<file path="config.mk">
export PLATFORM = sky130hd
export DESIGN_NAME = pis_irq_select
export DESIGN_NICKNAME = d
export VERILOG_FILES = /design/src/include/pis_pkg.sv /design/src/pis_irq_select.sv
export SDC_FILE = /design/constraint.sdc
export NUM_CORES = 1
export LEC_CHECK = 0
export ABC_AREA = 0
export ABC_CLOCK_PERIOD_IN_PS = 16200
export BUFFER_PORTS_ARGS = -buffer_cell sky130_fd_sc_hd__buf_2
export CAP_MARGIN = 15
export CELL_PAD_IN_SITES_DETAIL_PLACEMENT = 1
export CELL_PAD_IN_SITES_GLOBAL_PLACEMENT = 1
export CORE_ASPECT_RATIO = 0.8
export CORE_MARGIN = 4
export CORE_UTILIZATION = 35
export CTS_BUF_LIST = sky130_fd_sc_hd__clkbuf_8
export DETAILED_ROUTE_END_ITERATION = 10
export PLACE_DENSITY = 0.67
export SYNTH_ARGS = -nofsm -noshare
export SYNTH_HDL_FRONTEND = slang
export SYNTH_SLANG_ARGS = --single-unit
</file>
<file path="constraint.sdc">
create_clock -name clock -period 16.2 [get_ports clock]
set_clock_uncertainty 0.1 [all_clocks]
set_input_delay 0.81 -clock clock [delete_from_list [all_inputs] [get_ports clock]]
set_output_delay 0.81 -clock clock [all_outputs]
set_load 0.1 [all_outputs]
</file>
<file path="src/include/pis_pkg.sv">
// package with register map, field positions and carrier types for the pin irq source selector
package pis_pkg;
  // printed register indices; the byte address is four times the index
  localparam logic [31:0] PIS_IDX_AUX_SEL = 32'h00ffe10c;
  localparam logic [31:0] PIS_IDX_PAIR_SEL = 32'h00ffe10e;
  localparam logic [31:0] PIS_IDX_EDGE_POL = 32'h00ffe10f;
  localparam logic [31:0] PIS_IDX_PC_SEL = 32'h00ffe12e;
  localparam logic [31:0] PIS_IDX_PENDING = 32'h00ffe140;
  localparam logic [31:0] PIS_IDX_MASK = 32'h00ffe141;
  localparam logic [31:0] PIS_IDX_SW_SET = 32'h00ffe142;
  localparam logic [31:0] PIS_IDX_PRIORITY = 32'h00ffe143;
  localparam logic [31:0] PIS_IDX_EXC = 32'h00ffe144;
  localparam logic [31:0] PIS_IDX_VECTOR = 32'h00ffe145;
  // field positions
  localparam int PIS_AUX_CMP_BIT = 7;
  localparam int PIS_AUX_DBG_BIT = 0;
  localparam logic [7:0] PIS_AUX_WMASK = 8'h81;
  localparam logic [7:0] PIS_PC_WMASK = 8'h0f;
  localparam int PIS_NUM_AD = 8;
  localparam int PIS_NUM_PC = 4;
  localparam int PIS_NUM_LINES = 12;
  localparam int PIS_PC_BASE = 8;
  // reset values
  localparam logic [7:0] PIS_SEL_RESET = 8'h00;
  localparam logic [11:0] PIS_LINES_RESET = 12'h000;
  localparam logic [23:0] PIS_PRIO_RESET = 24'h000000;
  // priority level codes; code 3 acts as the top level
  localparam logic [1:0] PIS_LVL_LOW = 2'h0;
  localparam logic [1:0] PIS_LVL_MID = 2'h1;
  localparam logic [1:0] PIS_LVL_HIGH = 2'h2;
  localparam logic [1:0] PIS_LVL_ALIAS = 2'h3;

  typedef struct packed {
    logic psel;
    logic penable;
    logic pwrite;
    logic [31:0] paddr;
    logic [31:0] pwdata;
  } pis_apb_req_s;

  typedef struct packed {
    logic [7:0] port_a;
    logic [7:0] port_d;
    logic [3:0] port_c;
    logic comparator;
  } pis_pins_s;
endpackage

</file>
<file path="src/pis_irq_select.sv">
// pin irq source selector with pending, mask, priority and apb register file
//
// Added by the designer: the APB interface to the registers.
`timescale 1ns/1ps
`default_nettype none
module pis_irq_select
  import pis_pkg::*;
(
  input wire logic clock,
  input wire logic rst,
  input wire pis_apb_req_s apb_req,
  output logic [31:0] prdata,
  output logic pready,
  output logic pslverr,
  input wire pis_pins_s pins,
  input wire logic dbg_req,
  input wire logic [3:0] dma_done,
  input wire logic sys_exc,
  input wire logic irq_ack,
  output logic irq_out,
  output logic [3:0] irq_id,
  output logic [1:0] irq_level,
  output logic exc_out
);
  localparam int PW = 21;

  logic [7:0] aux_sel_reg;
  logic [7:0] pair_sel_reg;
  logic [7:0] edge_pol_reg;
  logic [7:0] pc_sel_reg;
  logic [11:0] pend_reg;
  logic [11:0] pend_next;
  logic [11:0] mask_reg;
  logic [23:0] prio_reg;
  logic exc_pend_reg;
  logic [PW-1:0] s1_reg;
  logic [PW-1:0] s2_reg;
  logic [PW-1:0] prev_reg;
  logic [PW-1:0] rise;
  logic [PW-1:0] fall;
  logic [11:0] evt;
  logic [11:0] active;
  logic [11:0] sw_set;
  logic [11:0] w1c;
  logic [11:0] ack_clr;
  logic [3:0] best_id;
  logic [1:0] best_lvl;
  logic found;
  logic [3:0] ln;
  logic [1:0] lv;
  logic [31:0] rd_data;
  logic hit;
  logic access;
  logic wr_fire;
  logic [11:0] set_vec;
  logic [11:0] clr_vec;
  logic [6:0] vec_word;
  logic exc_clr;
  logic [31:0] widx;

  // apb decode; the printed offset is an index, so drop the two byte bits
  assign widx = {2'b00, apb_req.paddr[31:2]};
  assign access = apb_req.psel & apb_req.penable;
  assign wr_fire = access & pready & apb_req.pwrite;

  // one write strobe per register, each live only in the completing cycle;
  // decoding once keeps every register block from repeating the compare
  logic wr_aux;
  logic wr_pair;
  logic wr_edge;
  logic wr_pc;
  logic wr_mask;
  logic wr_prio;
  logic wr_swset;
  logic wr_pend;
  logic wr_exc;
  assign wr_aux = wr_fire && (widx == PIS_IDX_AUX_SEL);
  assign wr_pair = wr_fire && (widx == PIS_IDX_PAIR_SEL);
  assign wr_edge = wr_fire && (widx == PIS_IDX_EDGE_POL);
  assign wr_pc = wr_fire && (widx == PIS_IDX_PC_SEL);
  assign wr_mask = wr_fire && (widx == PIS_IDX_MASK);
  assign wr_prio = wr_fire && (widx == PIS_IDX_PRIORITY);
  assign wr_swset = wr_fire && (widx == PIS_IDX_SW_SET);
  assign wr_pend = wr_fire && (widx == PIS_IDX_PENDING);
  assign wr_exc = wr_fire && (widx == PIS_IDX_EXC);

  // one wait state: pready is high in the second access cycle, drops after completion
  always_ff @(posedge clock or posedge rst) begin
    if (rst) begin
      pready <= 1'b0;
    end else begin
      pready <= access & ~pready;
    end
  end

  // read data and error are captured together with pready
  always_ff @(posedge clock or posedge rst) begin
    if (rst) begin
      prdata <= 32'h00000000;
      pslverr <= 1'b0;
    end else if (access & ~pready) begin
      prdata <= apb_req.pwrite ? 32'h00000000 : rd_data;
      pslverr <= ~hit;
    end else begin
      pslverr <= 1'b0;
    end
  end

  // read mux; reserved bits read as zero
  always_comb begin
    rd_data = 32'h00000000;
    hit = 1'b1;
    unique case (widx)
      PIS_IDX_AUX_SEL: rd_data = {24'h000000, aux_sel_reg};
      PIS_IDX_PAIR_SEL: rd_data = {24'h000000, pair_sel_reg};
      PIS_IDX_EDGE_POL: rd_data = {24'h000000, edge_pol_reg};
      PIS_IDX_PC_SEL: rd_data = {24'h000000, pc_sel_reg};
      PIS_IDX_PENDING: rd_data = {20'h00000, pend_reg};
      PIS_IDX_MASK: rd_data = {20'h00000, mask_reg};
      PIS_IDX_SW_SET: rd_data = 32'h00000000;
      PIS_IDX_PRIORITY: rd_data = {8'h00, prio_reg};
      PIS_IDX_EXC: rd_data = {31'h00000000, exc_pend_reg};
      PIS_IDX_VECTOR: rd_data = {25'h0000000, vec_word};
      default: hit = 1'b0;
    endcase
  end

  // aux source select; only bits 7 and 0 are writable
  always_ff @(posedge clock or posedge rst) begin
    if (rst) begin
      aux_sel_reg <= PIS_SEL_RESET;
    end else if (wr_aux) begin
      aux_sel_reg <= apb_req.pwdata[7:0] & PIS_AUX_WMASK;
    end
  end

  // port pair select
  always_ff @(posedge clock or posedge rst) begin
    if (rst) begin
      pair_sel_reg <= PIS_SEL_RESET;
    end else if (wr_pair) begin
      pair_sel_reg <= apb_req.pwdata[7:0];
    end
  end

  // edge polarity select
  always_ff @(posedge clock or posedge rst) begin
    if (rst) begin
      edge_pol_reg <= PIS_SEL_RESET;
    end else if (wr_edge) begin
      edge_pol_reg <= apb_req.pwdata[7:0];
    end
  end

  // port c source select; upper nibble stays zero
  always_ff @(posedge clock or posedge rst) begin
    if (rst) begin
      pc_sel_reg <= PIS_SEL_RESET;
    end else if (wr_pc) begin
      pc_sel_reg <= apb_req.pwdata[7:0] & PIS_PC_WMASK;
    end
  end

  // mask register gates pending lines onto irq_out
  always_ff @(posedge clock or posedge rst) begin
    if (rst) begin
      mask_reg <= PIS_LINES_RESET;
    end else if (wr_mask) begin
      mask_reg <= apb_req.pwdata[11:0];
    end
  end

  // two priority bits per line, line n at bits 2n+1..2n
  always_ff @(posedge clock or posedge rst) begin
    if (rst) begin
      prio_reg <= PIS_PRIO_RESET;
    end else if (wr_prio) begin
      prio_reg <= apb_req.pwdata[23:0];
    end
  end

  // pin synchronisers; only the second stage and prev_reg are used downstream
  always_ff @(posedge clock or posedge rst) begin
    if (rst) begin
      s1_reg <= '0;
      s2_reg <= '0;
      prev_reg <= '0;
    end else begin
      s1_reg <= pins;
      s2_reg <= s1_reg;
      prev_reg <= s2_reg;
    end
  end

  // one-cycle edge pulses per synchronised pin
  assign rise = s2_reg & ~prev_reg;
  assign fall = ~s2_reg & prev_reg;

  // per-line event selection; bit layout of s2 follows pis_pins_s
  // comparator bit 0, port c bits 4..1, port d bits 12..5, port a bits 20..13
  genvar g;
  generate
    for (g = 0; g < PIS_NUM_AD; g++) begin : g_ad
      logic pin_evt;
      // one edge pick per line: port choice first, then polarity
      pis_line_edge edge_u (
        .pair_bit(pair_sel_reg[g]),
        .pol_bit(edge_pol_reg[g]),
        .rise_a(rise[13 + g]),
        .fall_a(fall[13 + g]),
        .rise_d(rise[5 + g]),
        .fall_d(fall[5 + g]),
        .evt(pin_evt)
      );
      if (g == PIS_AUX_CMP_BIT) begin : g_cmp
        logic cmp_evt;
        // comparator fires on both transitions
        pis_both_edge cmp_u (
          .rise_in(rise[0]),
          .fall_in(fall[0]),
          .evt(cmp_evt)
        );
        assign evt[g] = aux_sel_reg[PIS_AUX_CMP_BIT] ? cmp_evt : pin_evt;
      end else if (g == PIS_AUX_DBG_BIT) begin : g_dbg
        assign evt[g] = aux_sel_reg[PIS_AUX_DBG_BIT] ? dbg_req : pin_evt;
      end else begin : g_pin
        assign evt[g] = pin_evt;
      end
    end
    for (g = 0; g < PIS_NUM_PC; g++) begin : g_pc
      logic pc_evt;
      // port c pins use both edges, dma completions are pulses
      pis_both_edge pc_u (
        .rise_in(rise[1 + g]),
        .fall_in(fall[1 + g]),
        .evt(pc_evt)
      );
      assign evt[PIS_PC_BASE + g] = pc_sel_reg[g] ? pc_evt : dma_done[g];
    end
  endgenerate

  // software set and write-one-to-clear strobes
  assign sw_set = wr_swset ? apb_req.pwdata[11:0] : 12'h000;
  assign w1c = wr_pend ? apb_req.pwdata[11:0] : 12'h000;
  // the ack names the line the cpu saw; a stale id only costs one extra clear
  assign ack_clr = irq_ack ? (12'h001 << irq_id) : 12'h000;

  // pending: a new event wins over a clear in the same cycle
  // everything that sets a pending bit this cycle
  assign set_vec = evt | sw_set;
  // everything that clears one; a set in the same cycle still wins
  assign clr_vec = w1c | ack_clr;
  assign pend_next = (pend_reg & ~clr_vec) | set_vec;

  always_ff @(posedge clock or posedge rst) begin
    if (rst) begin
      pend_reg <= PIS_LINES_RESET;
    end else begin
      pend_reg <= pend_next;
    end
  end

  // exception flag ignores the mask register entirely
  always_ff @(posedge clock or posedge rst) begin
    if (rst) begin
      exc_pend_reg <= 1'b0;
    end else begin
      exc_pend_reg <= sys_exc | (exc_pend_reg & ~exc_clr);
    end
  end

  // software clears the exception flag by writing a one to bit 0;
  // a new exception in that same cycle keeps it set
  assign exc_clr = wr_exc & apb_req.pwdata[0];

  // only unmasked pending lines take part in arbitration
  assign active = pend_reg & mask_reg;

  // vector word as software reads it
  assign vec_word = {irq_out, irq_level, irq_id};

  // arbitration scans lowest fixed order first, so later equal levels win;
  // port c lines rank below port a/d lines, within each group a higher line number ranks higher
  always_comb begin
    best_id = 4'h0;
    best_lvl = PIS_LVL_LOW;
    found = 1'b0;
    ln = 4'h0;
    lv = PIS_LVL_LOW;
    for (int i = 0; i < PIS_NUM_LINES; i++) begin
      ln = (i < PIS_NUM_PC) ? 4'(i + PIS_PC_BASE) : 4'(i - PIS_NUM_PC);
      lv = prio_reg[{ln, 1'b0} +: 2];
      if (lv == PIS_LVL_ALIAS) begin
        lv = PIS_LVL_HIGH;
      end
      if (active[ln] && (!found || lv >= best_lvl)) begin
        best_id = ln;
        best_lvl = lv;
        found = 1'b1;
      end
    end
  end

  // registered interrupt request and vector; pending bits are never touched here
  always_ff @(posedge clock or posedge rst) begin
    if (rst) begin
      irq_out <= 1'b0;
      irq_id <= 4'h0;
      irq_level <= PIS_LVL_LOW;
    end else begin
      irq_out <= found;
      irq_id <= best_id;
      irq_level <= best_lvl;
    end
  end

  // exception output is a registered level from sys_exc or the sticky flag
  always_ff @(posedge clock or posedge rst) begin
    if (rst) begin
      exc_out <= 1'b0;
    end else begin
      exc_out <= sys_exc | exc_pend_reg;
    end
  end
endmodule

// per-line edge pick: port A or port D pin, then rising or falling edge
module pis_line_edge (
  input wire logic pair_bit,
  input wire logic pol_bit,
  input wire logic rise_a,
  input wire logic fall_a,
  input wire logic rise_d,
  input wire logic fall_d,
  output logic evt
);
  logic pin_r;
  logic pin_f;

  // pair bit high takes the port D pin
  assign pin_r = pair_bit ? rise_d : rise_a;
  assign pin_f = pair_bit ? fall_d : fall_a;
  // polarity bit high takes the rising edge, low the falling one
  assign evt = pol_bit ? pin_r : pin_f;
endmodule

// both-edge pick for the comparator and the port C pins
module pis_both_edge (
  input wire logic rise_in,
  input wire logic fall_in,
  output logic evt
);
  // either transition counts as one event
  assign evt = rise_in | fall_in;
endmodule
`default_nettype wire

</file>
# == After elaboration in Yosys (flattened, before gate mapping) ==
# Cells that the tools add are included.
# totals
mem_bits_rw,0
latch_bits,0
inputBits,97
output_inout_bits,42
n_memories,0
regBits,176
mem_bits_ro,0
# classes
reduce_logical,43
shift,1
magnitude_cmp,11
eq_ne,22
add_sub_neg,0
multipliers,0
div,0
bitwise,26
n_mux,85
# ops
op,n
$eq 30x24->1 const B,10
$pmux 24 s9,1
$mux 2,24
$mux 4,12
$mux 1,44
$and 21x21->21,2
$not 21->21,2
$mux 12,3
$or 12x12->12,3
$mux 32,1
$and 12x12->12,2
$eq 2x2->1 const B,12
$ge 2x2->1,11
$logic_and 1x1->1,20
$not 12->12,1
$shl 1x4->12 const A,1
$logic_not 1->1,11
$logic_or 1x1->1,11
$reduce_or 10->1,1
$or 1x1->1,7
$and 1x1->1,6
$not 1->1,3

# == Logic depth before layout (Yosys ltp) ==
# Gate-level depths: netlist of run 1.
# depth
depth_word,47
ltp_mapped,70
mapped_depth_nobuf,69

# == Cells and area by module ==
# From an unflattened synthesis of run 1, not the netlist that was laid out.
# unflattened
hier_cells,704
area_unflattened_um2,8170.3
# modules_own_cells
module,n_inst,cells_each,area_each_um2
pis_irq_select,1,691,7958.9
pis_line_edge,8,1,22.5
pis_both_edge,5,1,6.3

# == Worst setup path before layout of run 1 ==
# Ideal clock, no wire load.
# synth_timing
path_kind,reg-to-reg
from,register prio_reg[17]
to,register irq_id[3]
setup_time_ns,0.086
synth_period_minus_slack_ns,12.895
arrival_time_ns,12.709
n_path_buf,1
slack_ns,3.305
path_stages_with_launch,67
path_cell_list,dfrtp_1 -> nand4b_1 -> inv_1 -> ha_1 -> nand2b_1 -> a211oi_1 -> nor3_1 -> or2_2 -> ha_1 -> nand2b_1 -> a221oi_1 -> or2_2 -> clkbuf_1 -> o21ai_0 -> o21ai_0 -> ha_1 -> nand2b_1 -> a211oi_1 -> [... 31 more ...] -> ha_1 -> a21oi_1 -> o22a_1 -> nand2_1 -> a21oi_1 -> a221oi_2 -> nand2_1 -> ha_1 -> nand2b_1 -> a21oi_1 -> a21o_1 -> mux2_2 -> ha_1 -> a21oi_1 -> a21o_1 -> and2_1 -> nand3_1 -> nor3_1
# synth_between
elab_chain_len,47
word_cells_on_any_way,77
# synth_rtl
element,line,text
start: declaration,pis_irq_select.sv:34,logic [23:0] prio_reg;
start signal: assignment,pis_irq_select.sv:178,prio_reg <= apb_req.pwdata[23:0];
$eq 2x2->1,pis_irq_select.sv:293,if (lv == PIS_LVL_ALIAS) begin
$mux 2 *,pis_irq_select.sv:293,
$mux 2 *,pis_irq_select.sv:296,if (active[ln] && (!found || lv >= best_lvl)) begin
$ge 2x2->1,pis_irq_select.sv:296,
$logic_or 1x1->1,pis_irq_select.sv:296,
$logic_and 1x1->1,pis_irq_select.sv:296,
$mux 2 / $mux 1 (equally long branches),pis_irq_select.sv:296,
$ge 2x2->1 / $logic_not 1->1 (equally long branches),pis_irq_select.sv:296,
[... 32 more ...],--,
$logic_or 1x1->1,pis_irq_select.sv:296,
$logic_and 1x1->1,pis_irq_select.sv:296,
$mux 2 / $mux 1 (equally long branches),pis_irq_select.sv:296,
$ge 2x2->1 / $logic_not 1->1 (equally long branches),pis_irq_select.sv:296,
$logic_or 1x1->1,pis_irq_select.sv:296,
$logic_and 1x1->1,pis_irq_select.sv:296,
$mux 4 *,pis_irq_select.sv:296,
named net best_id[3],pis_irq_select.sv:46,logic [3:0] best_id;
end signal: assignment,pis_irq_select.sv:312,irq_id <= best_id;
end: declaration,pis_irq_select.sv:21,"output logic [3:0] irq_id,"
# Mark *: on every way through the listed nets, which the timed path passes. The rest lies on a longest branch.
# A chain may end at the register's enable or synchronous reset.

# == Worst setup path after layout of run 1 ==
# layout_timing
from,register pend_reg[8]
to,register irq_id[3]
# layout_between
elab_chain_len,46
word_cells_on_any_way,79
# layout_rtl
element,line,text
start: declaration,pis_irq_select.sv:31,logic [11:0] pend_reg;
start signal: assignment,pis_irq_select.sv:259,pend_reg <= pend_next;
$and 12x12->12 *,pis_irq_select.sv:277,assign active = pend_reg & mask_reg;
$mux 2 / $mux 1 (equally long branches),pis_irq_select.sv:296,
$ge 2x2->1 / $logic_not 1->1 (equally long branches),pis_irq_select.sv:296,
$logic_or 1x1->1,pis_irq_select.sv:296,
$logic_and 1x1->1,pis_irq_select.sv:296,
$mux 2 / $mux 1 (equally long branches),pis_irq_select.sv:296,
$ge 2x2->1 / $logic_not 1->1 (equally long branches),pis_irq_select.sv:296,
$logic_or 1x1->1,pis_irq_select.sv:296,
[... 31 more ...],--,
$logic_or 1x1->1,pis_irq_select.sv:296,
$logic_and 1x1->1,pis_irq_select.sv:296,
$mux 2 / $mux 1 (equally long branches),pis_irq_select.sv:296,
$ge 2x2->1 / $logic_not 1->1 (equally long branches),pis_irq_select.sv:296,
$logic_or 1x1->1,pis_irq_select.sv:296,
$logic_and 1x1->1,pis_irq_select.sv:296,
$mux 4 *,pis_irq_select.sv:296,
named net best_id[3],pis_irq_select.sv:46,
# Marks and branches as above.

==> flow_metrics.tcl, run 1 <==
set metrics [dict create \
    drt-vias-per-instance 5.33 \
    ir_drop_uv 43.9 \
    power_uw 794 \
    hp-start "s1_reg[2]" \
    syn_to_final_growth_pct 15.5 \
    cts_max_level 4 \
    ys_seq_area_share_pct 52.2 \
    grt_usage_pct 17.8 \
    root_buffer "clkbuf_8" \
    layout_commonest_cell "dfrtp_1" \
    cp-end-kind "register" \
    initial_utilization_pct 35.7 \
    fp.dieH_um 144 \
    pre_cts_slack_ps 1230 \
    core-area_sq_um 22600 \
    critPathKind "reg2reg" \
    reg2reg_from "pend_reg[8]" \
    m1WireLength_mm 10.9 \
    dp.cells 1133 \
    clk_pin_slew_ps 90 \
    wl_met2_mm 9.93 \
    slowest_stage "dfrtp_1" \
    num_antenna_cells 0 \
    worstPathArrival_ps 15380 \
    netlist_area_sq_um 8050 \
    dr.pass1.iters 5 \
    max_freq_mhz 66.2 \
    total_leakage_power_uw 0.00435 \
    critPathLaunchType "register" \
    seq_area_sq_um 4200 \
    ios 139 \
    synthTopCellsByArea "dfrtp_1 (52%), mux2_2 (7.0%), a21oi_1 (4.1%), ha_1 (3.4%), nand2_1 (3.0%)" \
    instances_no_fill 1165 \
    fill_cells 2548 \
    synth_area_leader_cell "dfrtp_1" \
    wire_per_inst_um 19.2 \
    finalSetupViolations 0 \
    yosysWarnings 0 \
    grt_setup_unrepaired "no" \
    synth_top_flop_cell "dfrtp_1" \
    maxCapViolCount 0 \
    vias 6213 \
    final_max_slew_viol_count 0 \
    hold_buffers 0 \
    ys_seq_elements 168 \
    cts_sinks 168 \
    hold_path_class "reg2reg" \
    grt_antenna_before_repair 1 \
    post-cts-setup-buffers 0 \
    synth_async_sr_flop_share_pct 100 \
    hold_viol_final 0 \
    grt_pass1_vias 6382 \
    setup-tns-final_ps 0 \
    dieArea_sq_um 25500 \
    cts_buffers 17 \
    slew-limit-headroom_pct 39.1 \
    finalCritPeriodShare_pct 93.2 \
    cts_tree "done" \
    initialDrtViolationCount 471 \
    multi_input_area_sq_um 3620 \
    fp.dieW_um 178 \
    synth_edf_count 0 \
    startpoint "pend_reg[8]" \
    port_buffers 120 \
    routed_wl_mm 22.4 \
    status "finished, final reports clean" \
    drive_gt1_share_pct 27.2 \
    fin_crit_ps 15100 \
    row_count 49 \
    path_common_cell "a21oi_1" \
    hpwl_mm 16.9 \
    wl_met3_mm 1.40 \
    post_cts_resized 0 \
    final_nets 965 \
    setup_ws_ps 1100 \
    place.gp.congestion 0.851 \
    layout_common_cells "dfrtp_1 (168), buf_2 (120), a21oi_1 (65)" \
    overflow 0 \
    clk_latency_ps 460 \
    grt_start_max_net_pins 63 \
    grt_pass1_wl_mm 35.3 \
    tightestPinTransition_ps 913 \
    powerDensity_nw_per_um2 85.4 \
    top_layer "met5" \
    synth_top_cell_area_share_pct 52.2 \
    synthCells 737 \
    cts_buffer_depth 2 \
    synth.distinct_cells 65 \
    critPathMaxFanout 7 \
    antenna_left 0 \
    critPathRequiredTime_ps 16480 \
    avgSynthCellArea_sq_um 10.9 \
    utilization_pct 41.2 \
    drt_drc_violations_left 0 \
    slowest_delay_ps 470 \
]
## worst max-delay path: cells and delay by family (launching register included)
| family | cells | cell delay (ps) |
|---|---|---|
| simple gates | 17 | 2750 |
| compound gates | 34 | 8020 |
| buf+inv | 2 | 140 |
| mux | 1 | 380 |
| flops | 1 | 470 |
| fa+ha+maj | 11 | 3150 |
## final cells by class
class	instances	share of cell area [%]
Multi-Input combinational cell	522	38.9
Timing Repair Buffer	125	6.86
Clock buffer	18	2.66
Clock inverter	14	1.72
Inverter	12	0.538
Tap cell	306	4.12
Sequential cell	168	45.2
## where the power goes
part,internal (uW),total (uW),switching (uW)
Combinational,14.5,51.0,36.5
Clock,155,311,156
Sequential,427,432,4.40
Total,597,794,197
## metrics by stage
step / hold slack (ps) / instance area, sq um
6_report: 254 / 9300
3_3_place_gp: 233 / 8890
2_1_floorplan: 231 / 8080
5_1_grt: 261 / 9300
4_1_cts: 253 / 9300
3_5_place_dp: 236 / 8890
## final timing paths
path / to / slack (ps) / cells past startpoint
setup / recovery: irq_id[3] / 1100 / 65
hold / removal: s2_reg[2] / 250 / 0
setup reg to reg: irq_id[3] / 1100 / 65
hold reg to reg: s2_reg[2] / 250 / 0
max in group asynchronous: prio_reg[10] / 13850 / 4
min in group asynchronous: s1_reg[9] / 280 / 2
## metal layers
metal / up-vias / global-route usage, %
li1: 2897 / -
met1: 3138 / 25.5
met2: 160 / 28.0
met3: 16 / 4.05
met4: 2 / 3.74
met5: - / 0
## synth_stat cells (all sizes together) (8+ instances only)
cell    instances
a311o          10
nor2           59
nand2          64
nand2b         22
a21oi          66
mux2           60
a22o           15
a221oi          8
ha             22
mux2i          14
nand3          10
clkbuf         23
buf            19
o21ai          37
a21o            9
nor3            9
inv            12
dfrtp         168
a211oi         14
## cell families (layout without fill, tap and decap cells)
kind of cell               after synthesis  in the layout  share of synthesized area [%]
other                                    1              8                         0.0466
xor gates and xnor gates                 5              5                          0.544
AOI/OAI and AO/OA                      204            204                           16.8
DFF                                    168            168                           52.2
and+or+nand+nor                        209            209                           13.2
muxes                                   74             74                           10.6
adders and majority gates               22             22                           3.42
buffers and inverters                   54            169                           3.20
Note: power is estimated with default switching activity, not from simulation.
==> inputs of run 2 (changes only) <==
CORE_UTILIZATION = 46   (was 35)
PLACE_DENSITY = 0.84   (was 0.67)
==> run 2 against run 1 <==
Net effect: register-to-register slack better by 210 ps; utilization up 13 points; sequential share of layout area up 0.59 points; power down 0.42%; first-iteration DRC count down 0.64%; highest routed layer unchanged.
==> flow_metrics.tcl, run 2 (synthesis gave the netlist of run 1 again) <==
set metrics [dict create \
    status "finished, final reports clean" \
    post-cts-setup-buffers 0 \
    maxCapViolCount 0 \
    powerDensity_nw_per_um2 86.1 \
    drive_gt1_share_pct 27.3 \
    grt_start_max_net_pins 114 \
    cts_max_level 4 \
    ios 139 \
    slowest_stage "dfrtp_1" \
    hpwl_mm 17.2 \
    finalSetupViolations 0 \
    clk_pin_slew_ps 90 \
    hold_viol_final 0 \
    grt_setup_unrepaired "no" \
    dieArea_sq_um 19700 \
    grt_pass1_vias 7001 \
    drt-vias-per-instance 5.97 \
    place.gp.congestion 0.902 \
    fp.dieH_um 126 \
    tightestPinTransition_ps 991 \
    antenna_left 0 \
    hold_path_class "reg2reg" \
    core-area_sq_um 16900 \
    cts_buffer_depth 2 \
    ir_drop_uv 51.1 \
    layout_commonest_cell "dfrtp_1" \
    whs_ps 252 \
    cts_tree "done" \
    critPathMaxFanout 7 \
    slew-limit-headroom_pct 33.7 \
    max_freq_mhz 67.1 \
    initial_utilization_pct 47.7 \
    grt_antenna_before_repair 1 \
    worstPathArrival_ps 15180 \
    critPathKind "reg2reg" \
    critPathLaunchType "register" \
    slowest_delay_ps 470 \
    drt_drc_violations_left 0 \
    cts_sinks 168 \
    setup-tns-final_ps 0 \
    dr.pass1.iters 4 \
    port_buffers 120 \
    final_max_slew_viol_count 0 \
    row_count 42 \
    vias 6422 \
    path_common_cell "a21oi_1" \
    routed_wl_mm 23.4 \
    grt_pass1_wl_mm 37.6 \
    fin_crit_ps 14890 \
    num_antenna_cells 0 \
    wire_per_inst_um 21.7 \
    layout_common_cells "dfrtp_1 (168), buf_2 (120), a21oi_1 (65)" \
    cp-end-kind "register" \
    root_buffer "clkbuf_8" \
    clk_latency_ps 470 \
    syn_to_final_growth_pct 14.1 \
    initialDrtViolationCount 468 \
    final_nets 964 \
    total_leakage_power_uw 0.00432 \
    overflow 0 \
    critPathRequiredTime_ps 16490 \
    utilization_pct 54.4 \
    cts_buffers 17 \
    finalCritPeriodShare_pct 91.9 \
    fp.dieW_um 156 \
    grt_usage_pct 24.2 \
]
[run 2: cell count changes in the layout (fill, tap and decap cells not counted), sizes merged]
cell      previous run  this run
clkinv               5         2
buf                125       124
clkbuf              18        17
clkinvlp             3         5
[run 2: path summary, 6_finish.rpt]
path	from	to	cells past startpoint	slack, ps
worst max-delay path	pend_reg[8]	irq_id[3]	63	1310
worst min-delay path	s1_reg[7]	s2_reg[7]	0	250
worst max register to register	pend_reg[8]	irq_id[3]	63	1310
worst min register to register	s1_reg[7]	s2_reg[7]	0	250
max in group asynchronous	rst	mask_reg[5]	3	14180
min in group asynchronous	rst	s1_reg[0]	2	450
[run 2: metrics by stage]
step	instance area [sq um]	worst slack, ps	total power (uW)	cells
detailed placement	8770	1310	492	1046
floorplan	8080	3300	470	744
global placement	8770	1790	489	1046
finish	9180	1310	791	1076
CTS	9170	1190	796	1076
global route	9180	1.47	821	1076
[run 2: what timing repair did]
item                       CTS  global route
hold buffers                 0             0
setup endpoints to repair    0             5
gates resized for setup      0             3
[run 2: power by group]
group	switching (uW)	internal, uW	leakage (uW)
Clock	158	150	0.000189
Sequential	4.97	427	0.00211
Combinational	36.3	14.4	0.00202
Total	199	591	0.00432
[run 2: layer usage]
layer  part of all wire [%]  wire [um]  global-route usage, %
met1                     43      10100                   32.0
met2                     48      11300                   39.5
met3                    6.5       1530                   5.69
met4                    1.9        433                   7.77
met5                  0.056         13                      0
[run 2: area by class of cell]
type | instances | area [sq um]
clock buffer | 17 | 234
clock inverter | 13 | 158
fill | 1863 | 7690
inverter | 12 | 50.0
multi-input combinational | 522 | 3630
sequential | 168 | 4200
tap | 220 | 275
timing repair buffer | 124 | 631
[run 2: critical path: cells and delay by family, from the launching register on]
family / cells / cell delay [ps]
AOI/OAI and AO/OA: 32 / 7430
adders and majority gates: 11 / 3240
buffers and inverters: 2 / 140
DFF: 1 / 470
muxes: 2 / 750
and+or+nand+nor: 16 / 2690
